--- src/qcs_pkg.sv ---
// shared constants for the quadrature capture and status latch block
package qcs_pkg;

	// register offsets as seen on the plain register port
	localparam logic [7:0] QCS_OFS_STATUS   = 8'h38;
	localparam logic [7:0] QCS_OFS_TIMER    = 8'h3A;
	localparam logic [7:0] QCS_OFS_PERIOD   = 8'h3C;
	localparam logic [7:0] QCS_OFS_TMR_SNAP = 8'h3E;
	localparam logic [7:0] QCS_OFS_PRD_SNAP = 8'h40;
	localparam logic [7:0] QCS_OFS_REV      = 8'h5C;
	localparam logic [7:0] QCS_OFS_CTRL     = 8'h60;
	localparam logic [7:0] QCS_OFS_IRQ_STS  = 8'h64;
	localparam logic [7:0] QCS_OFS_IRQ_MASK = 8'h68;

	// encoder_status field positions
	localparam int QCS_ST_UPEV  = 7;
	localparam int QCS_ST_FDIR  = 6;
	localparam int QCS_ST_LDIR  = 5;
	localparam int QCS_ST_IDIR  = 4;
	localparam int QCS_ST_COVF  = 3;
	localparam int QCS_ST_CDIR  = 2;
	localparam int QCS_ST_FIDX  = 1;
	localparam int QCS_ST_PERR  = 0;

	// control register fields: enable bit and prescale exponent
	localparam int QCS_CT_EN    = 0;
	localparam int QCS_CT_PRE_LO = 4;
	localparam int QCS_CT_PRE_HI = 6;

	// interrupt status / mask bit positions
	localparam int QCS_IRQ_UPEV = 0;
	localparam int QCS_IRQ_COVF = 1;
	localparam int QCS_IRQ_CDIR = 2;
	localparam int QCS_IRQ_FIDX = 3;

	// reset values
	localparam logic [15:0] QCS_RST_WORD  = 16'h0000;
	localparam logic [3:0]  QCS_RST_CTRL  = 4'h1;
	localparam logic [6:0]  QCS_RST_DIV   = 7'h00;
	localparam logic [31:0] QCS_REV_VALUE = 32'h0000_0100; // value is arbitrary
	localparam logic [15:0] QCS_TMR_MAX   = 16'hFFFF;

endpackage

--- src/qcs_sticky.sv ---
// one sticky flag: hardware sets, software clears by writing one
module qcs_sticky (
	// clock and reset
	input  wire logic clk,
	input  wire logic reset_n,
	// set and clear
	input  wire logic set,
	input  wire logic clr,
	// flag
	output logic      flag_q
);

	// set wins over a clear in the same cycle so no event is lost
	always_ff @(posedge clk or negedge reset_n) begin
		if (!reset_n) begin
			flag_q <= 1'b0;
		end else if (set) begin
			flag_q <= 1'b1;
		end else if (clr) begin
			flag_q <= 1'b0;
		end
	end

endmodule

--- src/qcs_ctimer.sv ---
// 16-bit capture timer with restart, software load and overflow pulse
module qcs_ctimer
	import qcs_pkg::*;
(
	// clock and reset
	input  wire logic        clk,
	input  wire logic        reset_n,
	// controls
	input  wire logic        tick,
	input  wire logic        restart,
	input  wire logic        load,
	input  wire logic [15:0] load_data,
	// state
	output logic [15:0]      count_q,
	output logic             ovf_q
);

	// software load beats restart; restart beats counting
	always_ff @(posedge clk or negedge reset_n) begin
		if (!reset_n) begin
			count_q <= QCS_RST_WORD;
		end else if (load) begin
			count_q <= load_data;
		end else if (restart) begin
			count_q <= QCS_RST_WORD;
		end else if (tick) begin
			count_q <= count_q + 16'h0001;
		end
	end

	// one-cycle pulse when the count wraps from all ones
	always_ff @(posedge clk or negedge reset_n) begin
		if (!reset_n) begin
			ovf_q <= 1'b0;
		end else begin
			ovf_q <= tick && !load && !restart && (count_q == QCS_TMR_MAX);
		end
	end

endmodule

--- src/qcs_latch.sv ---
// status flags, capture timing and register port of the encoder capture block
//
// Contract
// unit position event sets sticky bit 7
// first index latches direction into bit 6
// bit 5 shows live direction
// every index latches direction into bit 4
// bits 3..1 sticky, write one clears
// capture timer overflow sets bit 3
// direction change between captures sets bit 2
// first index pulse sets bit 1
// bit 0 rewritten with error each index
// 16-bit read/write capture timer time base
// period register holds count between events
// timer snapshot on timeout or position read
// period snapshot on timeout or position read
// status at 38h, resets to zero
// capture event moves count, restarts timer
// zero writes and read-only writes ignored
module qcs_latch
	import qcs_pkg::*;
#(
	parameter logic [31:0] REV_ID = QCS_REV_VALUE
) (
	// clock and reset
	input  wire logic        clk,
	input  wire logic        reset_n,
	// register port
	input  wire logic [7:0]  reg_addr,
	input  wire logic [31:0] reg_wdata,
	input  wire logic        reg_wr,
	input  wire logic        reg_rd,
	output logic [31:0]      reg_rdata_q,
	// events from the rest of the encoder unit
	input  wire logic        dir_fwd,
	input  wire logic        index_event,
	input  wire logic        index_err,
	input  wire logic        unit_pos_event,
	input  wire logic        capture_event,
	input  wire logic        unit_timeout,
	input  wire logic        pos_cnt_read,
	// interrupt
	output logic             irq
);

	// decoded register writes
	logic        wr_status;
	logic        wr_timer;
	logic        wr_period;
	logic        wr_prd_snap;
	logic        wr_ctrl;
	logic        wr_irq_sts;
	logic        wr_irq_mask;

	// status state
	logic        unit_pos_event_flag;
	logic        capture_overflow_err;
	logic        capture_dir_err;
	logic        first_index_seen;
	logic        first_index_dir_flag_q;
	logic        index_dir_latch_flag_q;
	logic        pos_count_err_flag_q;
	logic        first_done_q;
	logic        dir_prev_q;
	logic        dir_moved_q;
	logic        dir_armed_q;
	logic        cap_dir_err_set;
	logic [15:0] encoder_status;

	// capture timing state
	logic [3:0]  ctrl_q;
	logic [6:0]  div_q;
	logic [6:0]  div_lim;
	logic        cap_tick;
	logic        snap_take;
	logic [15:0] capture_timer;
	logic        timer_ovf;
	logic [15:0] capture_period_q;
	logic [15:0] capture_timer_snapshot_q;
	logic [15:0] capture_period_snapshot_q;

	// interrupt state
	logic [3:0]  irq_evt;
	logic [3:0]  irq_sts_q;
	logic [3:0]  irq_mask_q;

	// write decode; strobes are single cycle so no edge detect needed
	assign wr_status   = reg_wr && (reg_addr == QCS_OFS_STATUS);
	assign wr_timer    = reg_wr && (reg_addr == QCS_OFS_TIMER);
	assign wr_period   = reg_wr && (reg_addr == QCS_OFS_PERIOD);
	assign wr_prd_snap = reg_wr && (reg_addr == QCS_OFS_PRD_SNAP);
	assign wr_ctrl     = reg_wr && (reg_addr == QCS_OFS_CTRL);
	assign wr_irq_sts  = reg_wr && (reg_addr == QCS_OFS_IRQ_STS);
	assign wr_irq_mask = reg_wr && (reg_addr == QCS_OFS_IRQ_MASK);

	// sticky flags; only a one written to the bit clears it
	qcs_sticky u_upev (
		.clk     (clk),
		.reset_n (reset_n),
		.set     (unit_pos_event),
		.clr     (wr_status && reg_wdata[QCS_ST_UPEV]),
		.flag_q  (unit_pos_event_flag)
	);

	qcs_sticky u_covf (
		.clk     (clk),
		.reset_n (reset_n),
		.set     (timer_ovf),
		.clr     (wr_status && reg_wdata[QCS_ST_COVF]),
		.flag_q  (capture_overflow_err)
	);

	qcs_sticky u_cdir (
		.clk     (clk),
		.reset_n (reset_n),
		.set     (cap_dir_err_set),
		.clr     (wr_status && reg_wdata[QCS_ST_CDIR]),
		.flag_q  (capture_dir_err)
	);

	qcs_sticky u_fidx (
		.clk     (clk),
		.reset_n (reset_n),
		.set     (index_event && !first_done_q),
		.clr     (wr_status && reg_wdata[QCS_ST_FIDX]),
		.flag_q  (first_index_seen)
	);

	// first index is remembered apart from its flag so a clear does not re-arm it
	always_ff @(posedge clk or negedge reset_n) begin
		if (!reset_n) begin
			first_done_q           <= 1'b0;
			first_index_dir_flag_q <= 1'b0;
		end else if (index_event && !first_done_q) begin
			first_done_q           <= 1'b1;
			first_index_dir_flag_q <= dir_fwd;
		end
	end

	// direction and error latched on every index event
	always_ff @(posedge clk or negedge reset_n) begin
		if (!reset_n) begin
			index_dir_latch_flag_q <= 1'b0;
			pos_count_err_flag_q   <= 1'b0;
		end else if (index_event) begin
			index_dir_latch_flag_q <= dir_fwd;
			pos_count_err_flag_q   <= index_err;
		end
	end

	// any direction change since the last capture event is remembered;
	// compare armed one cycle after reset so a forward start is no false change
	always_ff @(posedge clk or negedge reset_n) begin
		if (!reset_n) begin
			dir_prev_q  <= 1'b0;
			dir_moved_q <= 1'b0;
			dir_armed_q <= 1'b0;
		end else begin
			dir_prev_q  <= dir_fwd;
			dir_armed_q <= 1'b1;
			if (capture_event) begin
				dir_moved_q <= 1'b0;
			end else if (dir_armed_q && (dir_fwd != dir_prev_q)) begin
				dir_moved_q <= 1'b1;
			end
		end
	end

	// a change in the same cycle as the capture still counts
	assign cap_dir_err_set = capture_event
		&& (dir_moved_q || (dir_armed_q && (dir_fwd != dir_prev_q)));

	// status word; upper byte reserved reads zero, bit 5 is live
	always_comb begin
		encoder_status              = QCS_RST_WORD;
		encoder_status[QCS_ST_UPEV] = unit_pos_event_flag;
		encoder_status[QCS_ST_FDIR] = first_index_dir_flag_q;
		encoder_status[QCS_ST_LDIR] = dir_fwd;
		encoder_status[QCS_ST_IDIR] = index_dir_latch_flag_q;
		encoder_status[QCS_ST_COVF] = capture_overflow_err;
		encoder_status[QCS_ST_CDIR] = capture_dir_err;
		encoder_status[QCS_ST_FIDX] = first_index_seen;
		encoder_status[QCS_ST_PERR] = pos_count_err_flag_q;
	end

	// control: timer enable and prescale exponent
	always_ff @(posedge clk or negedge reset_n) begin
		if (!reset_n) begin
			ctrl_q <= QCS_RST_CTRL;
		end else if (wr_ctrl) begin
			ctrl_q <= {reg_wdata[QCS_CT_PRE_HI:QCS_CT_PRE_LO], reg_wdata[QCS_CT_EN]};
		end
	end

	// prescale divider gives the timer a one-cycle enable, never a second clock
	assign div_lim  = (7'h01 << ctrl_q[3:1]) - 7'h01;
	assign cap_tick = ctrl_q[0] && (div_q >= div_lim);

	always_ff @(posedge clk or negedge reset_n) begin
		if (!reset_n) begin
			div_q <= QCS_RST_DIV;
		end else if (!ctrl_q[0] || cap_tick || capture_event) begin
			div_q <= QCS_RST_DIV;
		end else begin
			div_q <= div_q + 7'h01;
		end
	end

	// capture timer: software writable time base, restarted per capture
	qcs_ctimer u_timer (
		.clk       (clk),
		.reset_n   (reset_n),
		.tick      (cap_tick),
		.restart   (capture_event),
		.load      (wr_timer),
		.load_data (reg_wdata[15:0]),
		.count_q   (capture_timer),
		.ovf_q     (timer_ovf)
	);

	// period takes the elapsed count at each capture; a software write wins
	always_ff @(posedge clk or negedge reset_n) begin
		if (!reset_n) begin
			capture_period_q <= QCS_RST_WORD;
		end else if (wr_period) begin
			capture_period_q <= reg_wdata[15:0];
		end else if (capture_event) begin
			capture_period_q <= capture_timer;
		end
	end

	// both snapshots move together so software sees a coherent pair
	assign snap_take = unit_timeout || pos_cnt_read;

	always_ff @(posedge clk or negedge reset_n) begin
		if (!reset_n) begin
			capture_timer_snapshot_q <= QCS_RST_WORD;
		end else if (snap_take) begin
			capture_timer_snapshot_q <= capture_timer;
		end
	end

	// period snapshot is writable; a hardware snapshot beats the write
	always_ff @(posedge clk or negedge reset_n) begin
		if (!reset_n) begin
			capture_period_snapshot_q <= QCS_RST_WORD;
		end else if (snap_take) begin
			capture_period_snapshot_q <= capture_period_q;
		end else if (wr_prd_snap) begin
			capture_period_snapshot_q <= reg_wdata[15:0];
		end
	end

	// interrupt sources: the sticky flag events
	assign irq_evt = {index_event && !first_done_q, cap_dir_err_set, timer_ovf, unit_pos_event};

	// set beats write-one-to-clear
	always_ff @(posedge clk or negedge reset_n) begin
		if (!reset_n) begin
			irq_sts_q <= 4'h0;
		end else begin
			irq_sts_q <= irq_evt | (irq_sts_q & ~(wr_irq_sts ? reg_wdata[3:0] : 4'h0));
		end
	end

	always_ff @(posedge clk or negedge reset_n) begin
		if (!reset_n) begin
			irq_mask_q <= 4'h0;
		end else if (wr_irq_mask) begin
			irq_mask_q <= reg_wdata[3:0];
		end
	end

	// level interrupt while any unmasked bit stands
	assign irq = |(irq_sts_q & irq_mask_q);

	// read data stands only in the cycle after the strobe; unmapped reads zero
	always_ff @(posedge clk or negedge reset_n) begin
		if (!reset_n) begin
			reg_rdata_q <= 32'h0000_0000;
		end else if (reg_rd) begin
			case (reg_addr)
				QCS_OFS_STATUS:   reg_rdata_q <= {16'h0000, encoder_status};
				QCS_OFS_TIMER:    reg_rdata_q <= {16'h0000, capture_timer};
				QCS_OFS_PERIOD:   reg_rdata_q <= {16'h0000, capture_period_q};
				QCS_OFS_TMR_SNAP: reg_rdata_q <= {16'h0000, capture_timer_snapshot_q};
				QCS_OFS_PRD_SNAP: reg_rdata_q <= {16'h0000, capture_period_snapshot_q};
				QCS_OFS_REV:      reg_rdata_q <= REV_ID;
				QCS_OFS_CTRL:     reg_rdata_q <= {25'h0, ctrl_q[3:1], 3'h0, ctrl_q[0]};
				QCS_OFS_IRQ_STS:  reg_rdata_q <= {28'h0, irq_sts_q};
				QCS_OFS_IRQ_MASK: reg_rdata_q <= {28'h0, irq_mask_q};
				default:          reg_rdata_q <= 32'h0000_0000;
			endcase
		end else begin
			reg_rdata_q <= 32'h0000_0000;
		end
	end
endmodule

--- config.mk ---
export PLATFORM = sky130hd
export DESIGN_NAME = qcs_latch
export DESIGN_NICKNAME = d
export VERILOG_FILES = /design/src/qcs_pkg.sv /design/src/qcs_sticky.sv /design/src/qcs_ctimer.sv /design/src/qcs_latch.sv
export SDC_FILE = /design/constraint.sdc
export NUM_CORES = 1
export LEC_CHECK = 0
export BUFFER_PORTS_ARGS = -buffer_cell sky130_fd_sc_hd__buf_2
export CAP_MARGIN = 40
export CORE_MARGIN = 3
export CORE_UTILIZATION = 48
export CTS_CLUSTER_SIZE = 20
export DETAILED_ROUTE_END_ITERATION = 8
export GPL_ROUTABILITY_DRIVEN = 0
export PLACE_DENSITY = 0.66
export SLEW_MARGIN = 20
export SYNTH_ARGS = -nofsm -noshare
export SYNTH_HDL_FRONTEND = slang
export SYNTH_SLANG_ARGS = --single-unit
--- constraint.sdc ---
create_clock -name clk -period 3.05 [get_ports clk]
set_clock_uncertainty 0.1 [all_clocks]
set_input_delay 0.305 -clock clk [delete_from_list [all_inputs] [get_ports clk]]
set_output_delay 0.305 -clock clk [all_outputs]
set_load 0.01 [all_outputs]
Yosys cells after proc, flatten, opt, wreduce, memory -nomap -nowiden
Cells that the tools add are included.
- equality and inequality tests: 11
- reduce and logical (&&, ||, !) cells: 35
- multiplexer cells: 21
- $lt $le $gt $ge: 1
- bitwise gates (word level): 4
- $add $sub $neg: 3
- shift-type cells: 1
- operators by type and width (operator ; count):
    $pmux 16 s9 ; 1
    $mux 16 ; 7
    $eq 8x7->1 const B ; 5
    $eq 8x6->1 const B ; 4
    $mux 32 ; 1
    $logic_and 1x1->1 ; 18
    $add 16x1->16 const B ; 1
    $eq 16x16->1 const B ; 1
    $reduce_bool 2->1 ; 7
    $mux 1 ; 10
    $and 4x4->4 ; 2
    $add 7x1->7 const B ; 1
    $ge 7x7->1 ; 1
    $mux 7 ; 1
    $shl 1x3->7 const A ; 1
    $sub 7x1->7 const B ; 1
    $logic_not 1->1 ; 4
    $logic_or 1x1->1 ; 4
    $mux 4 ; 1
    $not 4->4 ; 1
    $or 4x4->4 ; 1
    $reduce_or 4->1 ; 1
    $reduce_bool 3->1 ; 1
    $ne 1x1->1 ; 1
- input port bits: 51
- register bits: 127
- output and inout port bits: 33
- word-level logic and storage cells: 97

Logic depth before layout (Yosys ltp)
- word-level depth: 7
- mapped depth: 9
- mapped depth without buffers: 8

Hierarchy
From an unflattened synthesis, not the netlist that was laid out.
- cell total of the unflattened synthesis: 573
- area total of the unflattened synthesis: 5858.1 µm²
- by module, submodules not included (module ; area an instance (µm²) ; cells an instance ; times used):
    qcs_latch ; 4710.8 ; 458 ; 1
    qcs_ctimer ; 1002.2 ; 103 ; 1
    qcs_sticky ; 36.3 ; 3 ; 4

Least setup slack after synthesis
No wires, ideal clock.
- kind: register to register
- from: reg ctrl_q[3]
- to: reg u_timer.count_q[1]
- data required time: 2.829 ns
- path slack: 0.588 ns
- path buffers: 0
- arrival: 2.241 ns
- setup time: 0.121 ns
- cell stages (with the launch flop): 9
- clock period less this slack: 2.462 ns
- path through: dfrtp_1 -> or3_1 -> ha_1 -> nand2b_1 -> a31oi_1 -> o21ai_1 -> nand2_1 -> mux2_2 -> a22o_1
- longest elaborated chain between the ends: 5
- RTL lines (element ; RTL line ; text):
    start: declaration ; qcs_latch.sv:71 ; logic [3:0] ctrl_q;
    start signal: assignment ; qcs_latch.sv:191 ; ctrl_q <= {reg_wdata[QCS_CT_PRE_HI:QCS_CT_PRE_LO], reg_wdata[QCS_CT_EN]};
    $shl 1x3->7 ; qcs_latch.sv:196 ; assign div_lim = (7'h01 << ctrl_q[3:1]) - 7'h01;
    $sub 7x1->7 ; qcs_latch.sv:196 ;
    $ge 7x7->1 ; qcs_latch.sv:197 ; assign cap_tick = ctrl_q[0] && (div_q >= div_lim);
    $logic_and 1x1->1 ; qcs_latch.sv:197 ;
    $reduce_bool 3->1 (no source line) ; n/a ;
    end signal: assignment ; qcs_ctimer.sv:23 ; count_q <= load_data;
    end signal: assignment ; qcs_ctimer.sv:27 ; count_q <= count_q + 16'h0001;
    end: declaration ; qcs_ctimer.sv:14 ; output logic [15:0] count_q,
No other way between the ends.
A chain may end at the register's enable or synchronous reset.

Worst setup path after layout
Same ends and word-level chain as after synthesis.

==> flow_summary.toml <==
[sta]
drv_slew = 0
hold_slack_ns = 0.0317
clock.fmax_mhz = 374
tightest_slew_ns = 0.611
layout_worst_path_cycle_share_pct = 87.7
relSlewSlack_pct = 59.1
rsz0062_at_grt = "no"
finalSetupViolCount = 0
setup_ws_ns = 0.374
fin_tns_setup_ns = 0
fin_crit_ns = 2.68
finalHoldViolCount = 0

[place]
dp_slack_ns = 0.415
port_buffers = 51
dp_hpwl_mm = 9.37
dp.cells = 697

[grt]
track_usage_pct = 21.4
antenna_found_initial = 0
gr-total-overflow = 0
grt_max_degree = 53
grt_pass1_vias = 4129
grt_pass1_wl_mm = 21.8

[synth]
synth_top_family_by_area = "compound AO/OA/AOI/OAI gates"
syn-instance-count = 522
avgSynthCellArea_um2 = 10.8
synth-xor-area-share_pct = 3.26
synth_compound_area_share_pct = 14.6
synth_area_um2 = 5650
ys.warnings.count = 0
ys_seq_area_share_pct = 49.2
yosys.area.top_type_share_pct = 48.8
ys.flop_type = "dfrtp_1"
synth_cell_types = 53
synth.area.top_cells = "dfrtp_1 (49%), mux2i_1 (6.4%), mux2_2 (5.4%)"
synth_fa_ha_area_share_pct = 1.99
synth-seq-cells = 111
synth_edf_count = 0
yosys.area_share.simple_pct = 13.5
ys_async_sr_fraction_pct = 100
yosys-mux-area-fraction_pct = 11.8
yosys.area.top_type = "dfrtp_1"

[power_and_ir_drop]
irDropWorstVdd_v = 0.000377
finalPower_mw = 3.01
p_leak_nw = 2.93
power.density_nw_per_um2 = 478

[layout]
fillCellCount = 940
drive_gt1_share_pct = 20.4
layout.nets = 629
finalNonFillerCells = 714
antennaDiodeCount = 0
area.growth.synth_to_final_pct = 11.5
multiInputGateArea_um2 = 2620
regArea_um2 = 2780
layout_common_cells = "dfrtp_1 (110), buf_2 (50), nand2_1 (41)"
mostFrequentLayoutCell = "dfrtp_1"

[setup_path]
crit_required_ns = 3.20
worst-path-max-fanout = 9
cp-start-kind = "flop"
rr_worst_depth = 9
critPathKind = "flop to flop"
critPathArrivalTime_ns = 2.83
critical_path.endpoint_type = "flop"

[clock_network]
cts_tree = "yes"
htreeDepth = 3
cts_sinks = 111
clk-insertion-delay-late_ns = 0.36
cts-root-buf = "clkbuf_16"
clk_pin_slew_worst_paths_ns = 0.07
cts_buffer_depth = 2
cts_setup_buffers = 0
cts_buffers = 9

[route]
vias_per_cell = 5.89
wl_per_cell_um = 18.8
antenna_left = 0
drt-total-wl_mm = 13.4
drcViolationCount = 0
vias = 4207
dr.pass1.iters = 5
drt_iter0_drc = 326

[floorplan]
pin_count = 84
rows = 38
initial_core_util_pct = 50.5
dieWidth_um = 114
die_y_um = 114
core_area_um2 = 11200
die_area_um2 = 13100

[min_path]
worstHoldPathCells = 1
min_path_type = "input pin to flop"

[job]
cap_violations = 0

[run_status]
status = "finished, final reports clean"
critical path, cell delays in order, from the launching register on:
cell and delay (ns):
dfrtp_1 0.46, or3_1 0.41, ha_1 0.28, nand2b_1 0.14, a31oi_1 0.20, o21ai_1 0.10, buf_4 0.18, nand2_1 0.15
mux2_2 0.36, a22o_1 0.19
synth_stat cells, drive strengths merged (2+ instances only):
cell type	instances
dfrtp	110
nor2	42
nand2	41
a21oi	36
buf	36
mux2i	36
mux2	27
o21ai	21
nand3	19
a22o	17
a222oi	13
xnor2	12
and3	10
a21o	9
a22oi	9
clkbuf	9
ha	9
xor2	9
nand4	7
nor3	6
a221oi	5
nor2b	5
inv	4
a31oi	3
nand4bb	3
and4	2
conb	2
nand2b	2
nand3b	2
or3	2
cell type report:
type                            instances  area share (%)
Inverter                                4           0.239
Sequential cell                       111            44.2
Timing Repair Buffer                   66            6.24
Clock inverter                          5            1.29
Multi-Input combinational cell        377            41.6
Tap cell                              140            2.78
Clock buffer                           11            3.70
stage by stage:
stage,util (%),cell area (um^2)
after detailed placement,53.4,5970
after CTS,56.3,6290
after global routing,56.3,6290
after global placement,53.2,5940
final,56.3,6290
after floorplan,-,5700
cell families after synthesis:
kind of cell,after synthesis
flops,111
fa+ha+maj,9
compound gates,119
buf+inv,49
xor+xnor,21
simple gates,148
mux,63
other cells,2
path summary, 6_finish.rpt:
path                               from                            to  slack (ns)
setup / recovery              ctrl_q[3]            u_timer.count_q[1]        0.37
hold / removal                  dir_fwd                    dir_prev_q        0.03
setup reg to reg              ctrl_q[3]            u_timer.count_q[1]        0.37
hold reg to reg            first_done_q                  first_done_q        0.38
max in group asynchronous       reset_n  capture_timer_snapshot_q[14]        1.64
min in group asynchronous       reset_n                      div_q[6]        0.33
registers in the layout, indices dropped and copies added (netlist names), 4 cells and up:
register / flops
capture_period_q: 16
capture_period_snapshot_q: 16
capture_timer_snapshot_q: 16
reg_rdata_q: 16
u_timer.count_q: 16
div_q: 7
ctrl_q: 4
irq_mask_q: 4
irq_sts_q: 4
routing by layer:
| metal | part of all wire, % | global-route usage [%] | up-vias |
|---|---|---|---|
| met5 | 0 | 0 | - |
| met4 | 1.3 | 6.73 | 0 |
| met3 | 5.4 | 3.17 | 14 |
| met2 | 49 | 34.8 | 123 |
| met1 | 45 | 29.5 | 2106 |
| li1 | - | - | 1964 |
power breakdown:
| part | leakage (nW) | switching (mW) | internal [mW] |
|---|---|---|---|
| logic | 1.29 | 0.138 | 0.0792 |
| registers | 1.49 | 0.0241 | 1.50 |
| clock network | 0.150 | 0.541 | 0.723 |
| total | 2.93 | 0.703 | 2.30 |
timing repair:
item | CTS | global route
endpoints found under the hold margin | 31 | 0
hold buffers | 1 | 0
resized for setup | 0 | 0
endpoints found under the setup margin | 0 | 0
(Power assumes the default switching activity.)
